**src/design/bsr_defs.svh**
```systemverilog
// Purpose: Offsets, field positions, reset values and sizes of the shift register block
// Assumes: Included by design files by bare name
// Notes: Byte addresses on a 32-bit APB word grid
//
// Overview of operation
// Four stages, four parallel inputs and outputs, right and left serial inputs.
// Both mode selects high: parallel data loads into the stages at the rising edge.
// During a parallel load both serial inputs are ignored.
// Only low select high: shift from first toward last stage, right serial enters first.
// Only high select high: shift from last toward first stage, left serial enters last.
// Both mode selects low: all four stages hold across rising edges.
// Clear low forces all outputs low at once, regardless of clock and inputs.
// The driving logic changes mode selects only while the clock is high.
// With clear released, stages change only on rising clock edges.
`ifndef BSR_DEFS_SVH
`define BSR_DEFS_SVH

`define BSR_ADDR_W 12
`define BSR_ADDR_CMD 12'h000
`define BSR_ADDR_STATUS 12'h004
`define BSR_ADDR_CTRL 12'h008

`define BSR_STAGES 4
`define BSR_CMD_W 8
`define BSR_CMD_PAR_LSB 0
`define BSR_CMD_SER_R 4
`define BSR_CMD_SER_L 5
`define BSR_CMD_MODE_LSB 6

`define BSR_STATUS_STAGE_LSB 0
`define BSR_STATUS_EMPTY 4
`define BSR_STATUS_FULL 5
`define BSR_STATUS_LEVEL_LSB 8

`define BSR_CTRL_RUN 0
`define BSR_CTRL_RUN_RST 1'b1

`define BSR_FIFO_DEPTH 8

`endif

```
**src/design/bsr_pkg.sv**
```systemverilog
// Purpose: Types of the shift register block
// Assumes: Mode code is {mode_select_high, mode_select_low}
// Notes: Codes match the command word mode field
package bsr_pkg;

  typedef enum logic [1:0] {
    BSR_MODE_HOLD = 2'b00,
    BSR_MODE_RIGHT = 2'b01,
    BSR_MODE_LEFT = 2'b10,
    BSR_MODE_LOAD = 2'b11
  } bsr_mode_t;

endpackage : bsr_pkg

```
**src/design/bsr_mem.sv**
```systemverilog
// Purpose: Small word store for the command queue
// Assumes: Single clock, one write and one read port
// Notes: Registered read data, write-first on address match
`timescale 1ns/1ps
module bsr_mem #(
  parameter int WIDTH = 8,
  parameter int DEPTH = 8,
  localparam int AW = $clog2(DEPTH)
) (
  // Clock
  input wire logic clk,
  // Write port
  input wire logic we,
  input wire logic [AW-1:0] waddr,
  input wire logic [WIDTH-1:0] wdata,
  // Read port
  input wire logic [AW-1:0] raddr,
  output logic [WIDTH-1:0] rdata
);

  logic [WIDTH-1:0] store [DEPTH];

  always_ff @(posedge clk)
  begin
    if (we)
    begin
      store[waddr] <= wdata;
    end
  end

  // Bypass keeps the head word current when it is written this cycle
  always_ff @(posedge clk)
  begin
    if (we && (waddr == raddr))
    begin
      rdata <= wdata;
    end
    else
    begin
      rdata <= store[raddr];
    end
  end

endmodule : bsr_mem

```
**src/design/bsr_fifo.sv**
```systemverilog
// Purpose: Command queue with valid and ready on both sides
// Assumes: DEPTH of at least two
// Notes: Head word always presented from a registered memory read
`timescale 1ns/1ps
module bsr_fifo #(
  parameter int WIDTH = 8,
  parameter int DEPTH = 8,
  localparam int AW = $clog2(DEPTH),
  localparam int LW = $clog2(DEPTH + 1)
) (
  // Clock and reset
  input wire logic clk,
  input wire logic rst,
  // Fill side
  input wire logic in_valid,
  output logic in_ready,
  input wire logic [WIDTH-1:0] in_data,
  // Drain side
  output logic out_valid,
  input wire logic out_ready,
  output logic [WIDTH-1:0] out_data,
  // Fill level
  output logic [LW-1:0] level
);

  logic [AW-1:0] wptr;
  logic [AW-1:0] rptr;
  logic [AW-1:0] raddr;
  logic push;
  logic pop;

  function automatic logic [AW-1:0] ptr_inc(input logic [AW-1:0] p);
    if (p == AW'(DEPTH - 1))
    begin
      return '0;
    end
    return p + 1'b1;
  endfunction : ptr_inc

  assign in_ready = (level != LW'(DEPTH));
  assign out_valid = (level != '0);
  assign push = in_valid && in_ready;
  assign pop = out_valid && out_ready;
  assign raddr = pop ? ptr_inc(rptr) : rptr;

  always_ff @(posedge clk)
  begin
    if (rst)
    begin
      wptr <= '0;
      rptr <= '0;
    end
    else
    begin
      if (push)
      begin
        wptr <= ptr_inc(wptr);
      end
      if (pop)
      begin
        rptr <= ptr_inc(rptr);
      end
    end
  end

  always_ff @(posedge clk)
  begin
    if (rst)
    begin
      level <= '0;
    end
    else if (push && !pop)
    begin
      level <= level + 1'b1;
    end
    else if (pop && !push)
    begin
      level <= level - 1'b1;
    end
  end

  bsr_mem #(
    .WIDTH(WIDTH),
    .DEPTH(DEPTH)
  ) u_mem (
    .clk(clk),
    .we(push),
    .waddr(wptr),
    .wdata(in_data),
    .raddr(raddr),
    .rdata(out_data)
  );

endmodule : bsr_fifo

```
**src/design/bsr_top.sv**
```systemverilog
// Purpose: Four-stage bidirectional universal shift register behind an APB slave
// Assumes: Commands queued over APB; one queued command applied per rising CLK edge while the CTRL run bit is set
// Notes: CLEAR_N clears the stages asynchronously; RST is synchronous
`timescale 1ns/1ps
`include "bsr_defs.svh"
module bsr_top #(
  parameter int FIFO_DEPTH = `BSR_FIFO_DEPTH
) (
  // Clock and reset
  input wire logic CLK,
  input wire logic RST,
  // Direct clear, active low
  input wire logic CLEAR_N,
  // APB slave
  input wire logic PSEL,
  input wire logic PENABLE,
  input wire logic PWRITE,
  input wire logic [`BSR_ADDR_W-1:0] PADDR,
  input wire logic [31:0] PWDATA,
  output logic [31:0] PRDATA,
  output logic PREADY,
  output logic PSLVERR,
  // Parallel stage outputs
  output logic [`BSR_STAGES-1:0] Q
);

  import bsr_pkg::*;

  localparam int LVL_W = $clog2(FIFO_DEPTH + 1);

  logic access;
  logic done;
  logic stall;
  logic cmd_wr;
  logic ctrl_run;
  logic fifo_in_valid;
  logic fifo_in_ready;
  logic fifo_out_valid;
  logic apply;
  logic [`BSR_CMD_W-1:0] fifo_out_data;
  logic [`BSR_CMD_W-1:0] last_cmd;
  logic [LVL_W-1:0] fifo_level;
  logic [31:0] next_prdata;
  logic [`BSR_STAGES-1:0] cmd_par;
  logic cmd_ser_r;
  logic cmd_ser_l;
  bsr_mode_t cmd_mode;

  // Next stage contents for one mode
  function automatic logic [`BSR_STAGES-1:0] stage_next(
    input logic [`BSR_STAGES-1:0] cur,
    input bsr_mode_t mode,
    input logic [`BSR_STAGES-1:0] par,
    input logic ser_r,
    input logic ser_l
  );
    logic [`BSR_STAGES-1:0] nxt;
    nxt = cur;
    unique case (mode)
      BSR_MODE_HOLD:
      begin
        nxt = cur;
      end
      BSR_MODE_RIGHT:
      begin
        nxt = {cur[`BSR_STAGES-2:0], ser_r};
      end
      BSR_MODE_LEFT:
      begin
        nxt = {ser_l, cur[`BSR_STAGES-1:1]};
      end
      BSR_MODE_LOAD:
      begin
        nxt = par;
      end
    endcase
    return nxt;
  endfunction : stage_next

  // Address decode
  function automatic logic addr_mapped(input logic [`BSR_ADDR_W-1:0] addr);
    return (addr == `BSR_ADDR_CMD) || (addr == `BSR_ADDR_STATUS) ||
      (addr == `BSR_ADDR_CTRL);
  endfunction : addr_mapped

  // Command word fields
  assign cmd_par = fifo_out_data[`BSR_CMD_PAR_LSB +: `BSR_STAGES];
  assign cmd_ser_r = fifo_out_data[`BSR_CMD_SER_R];
  assign cmd_ser_l = fifo_out_data[`BSR_CMD_SER_L];
  assign cmd_mode = bsr_mode_t'(fifo_out_data[`BSR_CMD_MODE_LSB +: 2]);

  // APB phase decode
  assign access = PSEL && PENABLE && !PREADY;
  assign done = PSEL && PENABLE && PREADY;
  assign cmd_wr = PWRITE && (PADDR == `BSR_ADDR_CMD);
  assign stall = access && cmd_wr && !fifo_in_ready;
  assign fifo_in_valid = done && cmd_wr;

  // One queued command per rising edge while running
  assign apply = fifo_out_valid && ctrl_run;

  bsr_fifo #(
    .WIDTH(`BSR_CMD_W),
    .DEPTH(FIFO_DEPTH)
  ) u_fifo (
    .clk(CLK),
    .rst(RST),
    .in_valid(fifo_in_valid),
    .in_ready(fifo_in_ready),
    .in_data(PWDATA[`BSR_CMD_W-1:0]),
    .out_valid(fifo_out_valid),
    .out_ready(ctrl_run),
    .out_data(fifo_out_data),
    .level(fifo_level)
  );

  // Stage register with direct clear
  always_ff @(posedge CLK or negedge CLEAR_N)
  begin
    if (!CLEAR_N)
    begin
      Q <= 4'h0;
    end
    else if (RST)
    begin
      Q <= 4'h0;
    end
    else if (apply)
    begin
      Q <= stage_next(Q, cmd_mode, cmd_par, cmd_ser_r, cmd_ser_l);
    end
  end

  // Last applied command
  always_ff @(posedge CLK)
  begin
    if (RST)
    begin
      last_cmd <= '0;
    end
    else if (apply)
    begin
      last_cmd <= fifo_out_data;
    end
  end

  // Run control
  always_ff @(posedge CLK)
  begin
    if (RST)
    begin
      ctrl_run <= `BSR_CTRL_RUN_RST;
    end
    else if (done && PWRITE && (PADDR == `BSR_ADDR_CTRL))
    begin
      ctrl_run <= PWDATA[`BSR_CTRL_RUN];
    end
  end

  // Read data
  always_comb
  begin
    next_prdata = 32'h0;
    case (PADDR)
      `BSR_ADDR_CMD:
      begin
        next_prdata[`BSR_CMD_W-1:0] = last_cmd;
      end
      `BSR_ADDR_STATUS:
      begin
        next_prdata[`BSR_STATUS_STAGE_LSB +: `BSR_STAGES] = Q;
        next_prdata[`BSR_STATUS_EMPTY] = !fifo_out_valid;
        next_prdata[`BSR_STATUS_FULL] = !fifo_in_ready;
        next_prdata[`BSR_STATUS_LEVEL_LSB +: LVL_W] = fifo_level;
      end
      `BSR_ADDR_CTRL:
      begin
        next_prdata[`BSR_CTRL_RUN] = ctrl_run;
      end
      default:
      begin
        next_prdata = 32'h0;
      end
    endcase
  end

  // APB answer; a full queue holds PREADY low on a command write
  always_ff @(posedge CLK)
  begin
    if (RST)
    begin
      PREADY <= 1'b0;
      PSLVERR <= 1'b0;
    end
    else
    begin
      PREADY <= access && !stall;
      PSLVERR <= access && !stall && !addr_mapped(PADDR);
    end
  end

  always_ff @(posedge CLK)
  begin
    if (RST)
    begin
      PRDATA <= 32'h0;
    end
    else if (access && !stall && !PWRITE)
    begin
      PRDATA <= next_prdata;
    end
  end

  // Checks
  property p_reset_zero;
    @(posedge CLK) disable iff (RST)
    $fell(RST) && CLEAR_N |-> Q == 4'h0;
  endproperty
  a_reset_zero: assert property (p_reset_zero)
    else $error("Stages not empty after reset");

  property p_load;
    @(posedge CLK) disable iff (RST)
    (apply && CLEAR_N && cmd_mode == BSR_MODE_LOAD) ##1 CLEAR_N |-> Q == $past(cmd_par);
  endproperty
  a_load: assert property (p_load)
    else $error("Parallel load mismatch");

  property p_load_no_serial;
    @(posedge CLK) disable iff (RST)
    (apply && CLEAR_N && cmd_mode == BSR_MODE_LOAD &&
      (cmd_ser_r != cmd_par[0] || cmd_ser_l != cmd_par[3])) ##1 CLEAR_N
    |-> Q[0] == $past(cmd_par[0]) && Q[3] == $past(cmd_par[3]);
  endproperty
  a_load_no_serial: assert property (p_load_no_serial)
    else $error("Serial data entered during load");

  property p_right;
    @(posedge CLK) disable iff (RST)
    (apply && CLEAR_N && cmd_mode == BSR_MODE_RIGHT) ##1 CLEAR_N
    |-> Q == {$past(Q[2:0]), $past(cmd_ser_r)};
  endproperty
  a_right: assert property (p_right)
    else $error("Right shift mismatch");

  property p_left;
    @(posedge CLK) disable iff (RST)
    (apply && CLEAR_N && cmd_mode == BSR_MODE_LEFT) ##1 CLEAR_N
    |-> Q == {$past(cmd_ser_l), $past(Q[3:1])};
  endproperty
  a_left: assert property (p_left)
    else $error("Left shift mismatch");

  property p_hold;
    @(posedge CLK) disable iff (RST)
    (apply && cmd_mode == BSR_MODE_HOLD && CLEAR_N) ##1 CLEAR_N |-> $stable(Q);
  endproperty
  a_hold: assert property (p_hold)
    else $error("Stages changed in hold");

  property p_clear;
    @(posedge CLK) disable iff (RST)
    !CLEAR_N |-> Q == 4'h0;
  endproperty
  a_clear: assert property (p_clear)
    else $error("Stages not cleared");

  property p_idle;
    @(posedge CLK) disable iff (RST)
    (!apply && CLEAR_N) [*3] |-> Q == $past(Q, 2);
  endproperty
  a_idle: assert property (p_idle)
    else $error("Stages changed without an applied edge");

  property p_full_stall;
    @(posedge CLK) disable iff (RST)
    stall |=> !PREADY ##1 (PREADY || !fifo_in_ready || !PSEL);
  endproperty
  a_full_stall: assert property (p_full_stall)
    else $error("Write completed into a full queue");

endmodule : bsr_top

```
**config.mk**
```make
export PLATFORM = sky130hd
export DESIGN_NAME = bsr_top
export DESIGN_NICKNAME = d
export VERILOG_FILES = /design/src/design/bsr_pkg.sv /design/src/design/bsr_mem.sv /design/src/design/bsr_fifo.sv /design/src/design/bsr_top.sv
export VERILOG_INCLUDE_DIRS = /design/src /design/src/design
export SDC_FILE = /design/constraint.sdc
export NUM_CORES = 1
export LEC_CHECK = 0
export ABC_AREA = 0
export BUFFER_PORTS_ARGS = -buffer_cell sky130_fd_sc_hd__clkbuf_2
export CAP_MARGIN = 10
export CORE_MARGIN = 3
export CORE_UTILIZATION = 35
export DETAILED_ROUTE_END_ITERATION = 10
export GPL_TIMING_DRIVEN = 0
export SLEW_MARGIN = 20
export SYNTH_ARGS = -nofsm -noshare
export SYNTH_HDL_FRONTEND = slang
export SYNTH_SLANG_ARGS = --single-unit
```
**constraint.sdc**
```tcl
create_clock -name CLK -period 2.9 [get_ports CLK]
set_clock_uncertainty 0.2 [all_clocks]
set_input_delay 0.145 -clock CLK [delete_from_list [all_inputs] [get_ports CLK]]
set_output_delay 0.145 -clock CLK [all_outputs]
set_load 0.02 [all_outputs]
```
==> run summary, run 1 <==
Ys Warns = 0
Nets = 467
drt wl/cell = 15.0 microns
Max Root-Sink Buffers = 2
routability congestion estimate = 0.794
synthesized instance count = 319
Starting Density = 36.2%
slew at the pin with the worst max-slew slack = 0.587 ns
post-synthesis mux area share = 13.0%
ANT nets after route = 0
clock power share = 26.4%
core area = 12100 sq um
initial drt markers = 141
Tmin final = 2.87 ns
Synth Area in Compound Gates = 5.31%
Placed Cells incl. Taps = 552
sequential element share of the synthesized area = 62.6%
hold crit path type = input pin to register
root buffer cell = clkbuf_16
endpoints failing setup = 0
Worst-Skew Late Latency = 0.34 ns
row cnt = 40
Pwr Total = 4.29 mW
Die X = 118 microns
synthesized area per cell = 13.7 sq um
Fin Hold WS = 0.0170 ns
Crit path required time = 2.97 ns
share of layout cells above drive strength 1 = 31.0%
first drt pass iteration count = 4
Worst Slack Setup Final = 0.0332 ns
htree depth = 3
Layout area overhead = 23.6%
Overall Global Routing Usage = 13.1%
Area after DPL = 4920 sq um
setup_tns = 0 ns
Max Fclk = 0.349 GHz
final wirelength = 8710 microns
CP max FO = 5
drt via density = 4.72
via count = 2741
vias in the first global route = 2703
Clock transition at path regs = 0.07 ns
outcome = complete, no violations
pwr dens = 793 nW/um^2
Internal = 2.93 mW
crit start category = input pin
ANT cells = 0
Synth Area in Adders = 2.46%
Mapped Area = 4380 sq um
Worst setup EP type = register
DR DRC count = 0
reg2reg start = PREADY$_SDFF_PP0_
most frequent cells in the layout = edfxtp_1 (64), clkbuf_2 (41), dfxtp_1 (32), nor2_1 (28), buf_4 (26)
CTS tree = built
global route total overflow = 0
Die H = 118 microns
die area = 13900 sq um
largest family of logic cells by synthesized area = multiplexers
cts bufs inserted = 9
first-pass GRT wire length = 14200 microns
Final Instance Area = 5420 sq um
max-slew violations = 0
Worst VDD drop = 0.449 mV
Combinational Power Share = 30.4%
xor-xnor portion of the synthesized cell area = 0.599%
final cell count without fillers = 581
commonest non-fill, non-tap cell in the layout = edfxtp_1
final core occ = 44.7%
number of clock sinks = 104
crit path from = PENABLE
hold path start = RST
HPWL Detailed = 6180 microns
Final Hold Viols = 0
flops & latches, synth = 104
largest net degree at the start of global routing = 19
Place WS = -0.275 ns
Buffers on Ports = 42
leakage dissipation = 2.05 nW
switch share = 31.8%
sequential power share = 43.1%
Ports = 88
final period utilization = 98.9%
synth unique cells = 42
MaxCap Viol Count = 0
initial antenna violation count = 0
WP data arrival = 2.94 ns
simple-gate portion of the synthesized area = 10.5%
type of the worst setup path = input pin to register
relative slew slack = 60.9%
RSZ-0062 raised after global routing = true
Switch Pwr = 1.37 mW
-- per-layer routing --
metal	vias up	track usage [%]	routed length (microns)
li1	1335	-	-
met1	1301	16.7	3960
met2	96	21.1	4110
met3	9	4.90	567
met4	0	3.59	77
met5	-	0	0
-- worst max-delay path, cell delays in order --
cell           delay, ns
dlygate4sd3_1       0.53
clkbuf_2            0.12
nand4_1             0.16
or4_4               0.63
inv_4               0.09
ha_4                0.13
inv_2               0.05
ha_1                0.26
a21o_1              0.19
a21oi_2             0.13
xnor2_1             0.09
or3_1               0.30
a21oi_1             0.12
-- repair_timing --
| action | 4_1_cts | 5_1_grt |
|---|---|---|
| setup buffers | 0 | 1 |
| resized for setup | 6 | 13 |
| endpoints found under the hold margin | 72 | 0 |
| setup endpoints to repair | 1 | 1 |
| hold buffers | 14 | 0 |
| pin swaps | 0 | 5 |
-- cell type report --
| type | count | area, sq um |
|---|---|---|
| fillers | 1133 | 6700 |
| clock inverters | 6 | 51.3 |
| multi-input cells | 195 | 1560 |
| repair buffers | 60 | 383 |
| flip-flops and latches | 104 | 2750 |
| well taps | 168 | 210 |
| plain buffers | 34 | 218 |
| inverters | 5 | 22.5 |
| clock buffers | 9 | 225 |
-- power by group through the flow --
stage	Sequential (mW)	Combinational (mW)	Clock, mW
3_3_place_gp	1.85	1.23	0
3_5_place_dp	1.85	1.26	0
5_1_grt	1.87	1.45	1.22
4_1_cts	1.83	1.28	1.17
6_report	1.85	1.31	1.13
2_1_floorplan	1.85	0.967	0
-- sequential cells by signal, indices dropped and copies added (netlist names), named ones only --
signal / flops
PRDATA: 12
PREADY: 1
PSLVERR: 1
Q: 4
ctrl_run: 1
last_cmd: 8
u_fifo.level: 4
u_fifo.rptr: 3
u_fifo.u_mem.store: 64
u_fifo.wptr: 3
-- cell usage after synthesis --
library cell | instances | area share [%]
xnor2_1 | 2 | 0.40
nand3_1 | 6 | 0.69
or4_4 | 1 | 0.26
nand2_1 | 20 | 1.7
clkinv_1 | 1 | 0.086
fa_1 | 1 | 0.46
buf_4 | 21 | 3.6
o211a_1 | 2 | 0.46
nor3_1 | 15 | 1.7
a31oi_1 | 1 | 0.14
conb_1 | 1 | 0.086
mux4_1 | 3 | 1.8
a221oi_1 | 5 | 1.0
or3_1 | 4 | 0.57
mux4_2 | 13 | 6.7
mux2i_4 | 2 | 1.0
nor4b_1 | 1 | 0.20
o21ai_0 | 2 | 0.23
nand2b_1 | 3 | 0.43
buf_6 | 1 | 0.26
mux2i_1 | 11 | 2.5
nor3b_1 | 3 | 0.51
nand4_1 | 3 | 0.43
a21oi_1 | 16 | 1.8
nor4_1 | 3 | 0.43
dfxtp_1 | 36 | 16
nor2b_1 | 2 | 0.29
buf_2 | 3 | 0.34
clkbuf_1 | 9 | 0.77
dfrtp_1 | 4 | 2.3
a211oi_1 | 6 | 1.0
xor2_1 | 1 | 0.20
edfxtp_1 | 64 | 44
inv_2 | 1 | 0.086
a211oi_2 | 1 | 0.29
nand3b_1 | 2 | 0.34
ha_1 | 7 | 2.0
nor2_1 | 32 | 2.7
a21o_1 | 2 | 0.34
inv_1 | 3 | 0.26
mux2_2 | 4 | 1.0
nor3_2 | 1 | 0.23
-- final timing paths --
kind	endpoint	slack, ns	cells after the start
min	u_fifo.rptr[0]$_SDFFE_PP0P_	0.02	2
max in group asynchronous	Q[1]$_DFFE_PN0P_	1.76	3
min reg2reg	PRDATA[9]$_SDFFE_PP0P_	0.26	2
max	u_fifo.level[3]$_SDFFE_PP0P_	0.03	13
min in group asynchronous	Q[3]$_DFFE_PN0P_	0.54	3
max reg2reg	u_fifo.level[3]$_SDFFE_PP0P_	0.11	11
-- cell families (layout without fill, tap and decap cells) --
group,Yosys count,in the layout
DFF,104,104
other,1,20
xor gates and xnor gates,3,3
AOI/OAI and AO/OA,35,35
buffers and inverters,39,114
and+or+nand+nor,96,96
adders and majority gates,8,8
muxes,33,33
(Power assumes the default switching activity.)
==> run 2: changes to the inputs <==
--- a/config.mk
+++ b/config.mk
@@ -9,7 +9,7 @@
 export ABC_AREA = 0
 export BUFFER_PORTS_ARGS = -buffer_cell sky130_fd_sc_hd__clkbuf_2
 export CAP_MARGIN = 10
-export CORE_MARGIN = 3
+export CORE_MARGIN = 5
 export CORE_UTILIZATION = 35
 export DETAILED_ROUTE_END_ITERATION = 10
 export GPL_TIMING_DRIVEN = 0
==> constraint.sdc (replaced) <==
create_clock -name CLK -period 2.4 [get_ports CLK]
set_clock_uncertainty 0.2 [all_clocks]
set_input_delay 0.12 -clock CLK [delete_from_list [all_inputs] [get_ports CLK]]
set_output_delay 0.12 -clock CLK [all_outputs]
set_load 0.02 [all_outputs]
==> run summary, run 2 (synthesis gave the netlist of run 1 again) <==
outcome = finished with violations
failing checks = negative setup slack
routability congestion estimate = 0.847
share of layout cells above drive strength 1 = 34.3%
ANT cells = 0
Worst Slack Setup Final = -0.270 ns
Max Root-Sink Buffers = 2
drt via density = 4.63
reg2reg start = u_fifo.level[3]$_SDFFE_PP0P_
Final Hold Viols = 0
commonest non-fill, non-tap cell in the layout = edfxtp_1
drt wl/cell = 15.3 microns
FILL cells = 1100
htree depth = 3
global route total overflow = 0
row cnt = 40
Worst VDD drop = 0.617 mV
Die X = 122 microns
Layout area overhead = 29.0%
CP max FO = 3
final core occ = 46.5%
root buffer cell = clkbuf_16
Top reg by flops = u_fifo.u_mem.store
Largest register FFs = 64
Clock transition at path regs = 0.07 ns
crit start category = register
CTS tree = built
MaxCap Viol Count = 0
most frequent cells in the layout = edfxtp_1 (64), clkbuf_2 (42), dfxtp_1 (31), nor2_1 (28), buf_4 (28)
final period utilization = 111%
Overall Global Routing Usage = 12.8%
Crit path required time = 2.47 ns
WP data arrival = 2.74 ns
die area = 14900 sq um
core area = 12200 sq um
type of the worst setup path = register to register
top flop regs = u_fifo.u_mem.store (64), PRDATA (12), last_cmd (8)
HPWL Detailed = 6090 microns
number of clock sinks = 104
vias in the first global route = 2746
Nets = 473
ANT nets after route = 0
Pwr Total = 5.39 mW
Tmin final = 2.67 ns
DR DRC count = 0
slew at the pin with the worst max-slew slack = 0.565 ns
relative slew slack = 62.3%
first drt pass iteration count = 4
Die H = 122 microns
endpoints failing setup = 1
max-slew violations = 0
Ports = 88
hold crit path type = input pin to register
initial drt markers = 185
pwr dens = 953 nW/um^2
cts bufs inserted = 9
Worst setup EP type = register
via count = 2721
Max Fclk = 0.375 GHz
Buffers on Ports = 42
crit path from = u_fifo.level[3]$_SDFFE_PP0P_
leakage dissipation = 2.10 nW
RSZ-0062 raised after global routing = true
final wirelength = 9010 microns
first-pass GRT wire length = 14500 microns
hold path start = PADDR[3]
largest net degree at the start of global routing = 19
Worst-Skew Late Latency = 0.35 ns
initial antenna violation count = 0
Starting Density = 36.0%
-- run 2: cell type report --
class	count	area, sq um	area share [%]
buffer	34	220	3.89
clock buffer	9	225	3.98
clock inverter	7	73.8	1.31
inverter	5	26.3	0.465
multi-input combinational	195	1660	29.4
sequential	104	2760	48.8
tap	168	210	3.72
timing repair buffer	66	475	8.41
-- run 2: power by group --
group          internal [mW]  switching (mW)  leakage [nW]
Sequential              2.08           0.150         0.926
Combinational          0.817           0.884          1.03
Clock                  0.816           0.640         0.148
Total                   3.72            1.67          2.10
-- run 2: per-stage QoR --
| stage | cell area [sq um] | TNS (ns) | worst slack, ns | cells | hold slack, ns |
|---|---|---|---|---|---|
| 6_report | 5650 | -0.270 | -0.270 | 588 | 0.0190 |
| 5_1_grt | 5650 | -0.454 | -0.345 | 588 | 0.0404 |
| 3_5_place_dp | 4960 | -31.35 | -0.569 | 548 | -0.262 |
| 2_1_floorplan | 4540 | -0.233 | -0.233 | 338 | -0.376 |
| 4_1_cts | 5590 | -0.562 | -0.267 | 587 | 0.0102 |
| 3_3_place_gp | 4960 | -28.54 | -0.536 | 548 | -0.263 |
-- run 2: worst paths after layout --
| check | end | slack (ns) | cells past startpoint |
|---|---|---|---|
| setup / recovery | u_fifo.level[3]$_SDFFE_PP0P_ | -0.27 | 11 |
| hold / removal | ctrl_run$_SDFFE_PP1P_ | 0.02 | 5 |
| setup reg to reg | u_fifo.level[3]$_SDFFE_PP0P_ | -0.27 | 11 |
| hold reg to reg | PRDATA[9]$_SDFFE_PP0P_ | 0.25 | 2 |
| max in group asynchronous | Q[3]$_DFFE_PN0P_ | 1.33 | 3 |
| min in group asynchronous | Q[0]$_DFFE_PN0P_ | 0.49 | 3 |
-- run 2: layer usage --
layer / global-route usage (%) / routed length (microns) / vias up
li1: - / - / 1351
met1: 16.8 / 4010 / 1272
met2: 20.5 / 4190 / 92
met3: 4.55 / 755 / 6
met4: 2.87 / 57 / 0
met5: 0 / 0 / -
-- run 2: repair_timing --
| action | CTS | global route |
|---|---|---|
| pin swaps | 7 | 6 |
| setup endpoints to repair | 69 | 39 |
| endpoints found under the hold margin | 74 | 0 |
| setup buffers | 8 | 2 |
| resized for setup | 22 | 12 |
| hold buffers | 15 | 0 |
-- run 2: worst max-delay path: stages, from the launching register on --
cell,delay [ns]
dfxtp_4,0.36
nor4b_4,0.15
or4_4,0.53
inv_4,0.09
ha_4,0.14
inv_4,0.04
ha_4,0.20
a21o_1,0.15
a21oi_2,0.17
xnor2_2,0.08
or3_4,0.38
a21oi_2,0.11
==> run 3: changes to the inputs <==
--- a/config.mk
+++ b/config.mk
@@ -10,7 +10,8 @@
 export BUFFER_PORTS_ARGS = -buffer_cell sky130_fd_sc_hd__clkbuf_2
 export CAP_MARGIN = 10
 export CORE_MARGIN = 5
-export CORE_UTILIZATION = 35
+export CORE_UTILIZATION = 30
+export CTS_BUF_LIST = sky130_fd_sc_hd__clkbuf_8
 export DETAILED_ROUTE_END_ITERATION = 10
 export GPL_TIMING_DRIVEN = 0
 export SLEW_MARGIN = 20
==> constraint.sdc (replaced) <==
create_clock -name CLK -period 2.38 [get_ports CLK]
set_clock_uncertainty 0.2 [all_clocks]
set_input_delay 0.119 -clock CLK [delete_from_list [all_inputs] [get_ports CLK]]
set_output_delay 0.119 -clock CLK [all_outputs]
set_load 0.02 [all_outputs]
==> run summary, run 3 (synthesis gave the netlist of run 1 again) <==
max-slew violations = 0
Buffers on Ports = 42
relative slew slack = 58.6%
htree depth = 3
drt wl/cell = 15.3 microns
FILL cells = 1380
endpoints failing setup = 2
CP max FO = 4
pwr dens = 917 nW/um^2
r2r endpoint = u_fifo.level[3]$_SDFFE_PP0P_
Crit path required time = 2.48 ns
first drt pass iteration count = 4
Worst VDD drop = 0.466 mV
first-pass GRT wire length = 14400 microns
ANT nets after route = 0
die area = 17100 sq um
Fin Hold WS = -0.0248 ns
CTS tree = built
row cnt = 44
initial antenna violation count = 0
core area = 14400 sq um
Place WS = -0.598 ns
RSZ-0062 raised after global routing = true
hold crit path type = input pin to register
Worst Slack Setup Final = -0.234 ns
reg2reg start = u_fifo.level[3]$_SDFFE_PP0P_
final core occ = 39.3%
slew at the pin with the worst max-slew slack = 0.621 ns
Die X = 131 microns
setup_tns = -0.368 ns
Worst setup EP type = register
MaxCap Viol Count = 0
failing checks = negative hold slack, negative setup slack
Starting Density = 30.4%
Final Hold Viols = 2
HPWL Detailed = 6390 microns
Ports = 88
leakage dissipation = 2.11 nW
final wirelength = 9330 microns
Tmin final = 2.61 ns
top flop regs = u_fifo.u_mem.store (64), PRDATA (12), last_cmd (8)
Die H = 131 microns
Worst-Skew Late Latency = 0.37 ns
final cell count without fillers = 610
crit start category = register
Largest register FFs = 64
share of layout cells above drive strength 1 = 34.7%
Final Instance Area = 5670 sq um
Max Root-Sink Buffers = 2
initial drt markers = 129
hold path start = PSEL
most frequent cells in the layout = edfxtp_1 (64), clkbuf_2 (43), dfxtp_1 (31), buf_4 (31), nor2_1 (28)
clock power share = 24.1%
root buffer cell = clkbuf_8
Clock transition at path regs = 0.10 ns
number of clock sinks = 104
final period utilization = 110%
DR DRC count = 0
global route total overflow = 0
sequential power share = 43.5%
drt via density = 4.60
routability congestion estimate = 0.765
Switch Pwr = 1.67 mW
via count = 2808
hold path endpoint = PSLVERR$_SDFF_PP0_
switch share = 32.1%
Internal = 3.52 mW
hold path cells = 4
cts bufs inserted = 9
Combinational Power Share = 32.5%
commonest non-fill, non-tap cell in the layout = edfxtp_1
reg2reg path depth = 11
Top reg by flops = u_fifo.u_mem.store
Layout area overhead = 29.3%
Nets = 479
largest net degree at the start of global routing = 20
ANT cells = 0
r2r setup slk = -0.23 ns
Placed Cells incl. Taps = 564
vias in the first global route = 2723
Overall Global Routing Usage = 11.2%
WP data arrival = 2.72 ns
type of the worst setup path = register to register
Max Fclk = 0.382 GHz
Area after DPL = 4980 sq um
outcome = finished with violations
-- run 3: cell count changes in the layout (fill, tap and decap cells not counted), moves of 2 or more --
cell / delta
clkbuf_1: -2
buf_4: +3
clkbuf_8: +9
clkinv_2: -2
clkbuf_16: -9
dlygate4sd3_1: +4
-- run 3: metal layers --
metal / GRT usage [%] / wire, microns
met1: 14.5 / 4130
met2: 18.6 / 4420
met4: 2.90 / 99
met3: 3.17 / 676
met5: 0 / 0
-- run 3: critical path, cell delays in order (launching register included) --
cell     delay (ns)
dfxtp_4        0.38
nor4b_4        0.15
or4_4          0.53
inv_4          0.08
ha_4           0.13
inv_4          0.04
ha_4           0.19
a21o_1         0.16
a21oi_2        0.14
xnor2_1        0.08
or3_1          0.36
a21oi_2        0.11
-- run 3: repair_timing --
item / in CTS / in global routing
hold buffers: 19 / 0
gates resized for setup: 26 / 10
pin swaps: 9 / 6
setup endpoints to repair: 71 / 49
endpoints found under the hold margin: 75 / 0
setup buffers: 10 / 3
-- run 3: power groups by stage --
stage | clock [mW] | combinational [mW] | sequential (mW)
after global placement | 0 | 1.54 | 2.26
after global routing | 1.34 | 1.87 | 2.28
after floorplan | 0 | 1.21 | 2.26
after CTS | 1.28 | 1.66 | 2.24
after detailed placement | 0 | 1.57 | 2.26
final | 1.25 | 1.69 | 2.26
-- run 3: how the worst max path moves through the flow --
stage / start / endpoint / slack [ns]
2_1_floorplan: PADDR[10] / u_fifo.level[3]$_SDFFE_PP0P_ / -0.25
3_3_place_gp: u_fifo.level[1]$_SDFFE_PP0P_ / u_fifo.level[3]$_SDFFE_PP0P_ / -0.58
3_5_place_dp: PADDR[10] / u_fifo.u_mem.store[5][1]$_DFFE_PP_ / -0.60
4_1_cts: u_fifo.level[3]$_SDFFE_PP0P_ / u_fifo.level[3]$_SDFFE_PP0P_ / -0.27
5_1_grt: u_fifo.level[3]$_SDFFE_PP0P_ / u_fifo.level[3]$_SDFFE_PP0P_ / -0.33
6_report: u_fifo.level[3]$_SDFFE_PP0P_ / u_fifo.level[3]$_SDFFE_PP0P_ / -0.23
-- run 3: through the flow --
stage	hold WS, ns	total power [mW]
finish	-0.0248	5.19
global placement	-0.264	3.80
global route	0.0517	5.50
detailed placement	-0.260	3.84
floorplan	-0.377	3.47
CTS	0.0327	5.18
-- run 3: area by class of cell --
cell class / instances / area [sq um] / share of cell area, %
buffer: 33 / 218 / 3.84
clock buffer: 9 / 124 / 2.19
clock inverter: 7 / 113 / 1.99
inverter: 5 / 26.3 / 0.464
multi-input combinational: 195 / 1660 / 29.3
sequential: 104 / 2760 / 48.7
tap: 184 / 230 / 4.06
timing repair buffer: 73 / 538 / 9.49
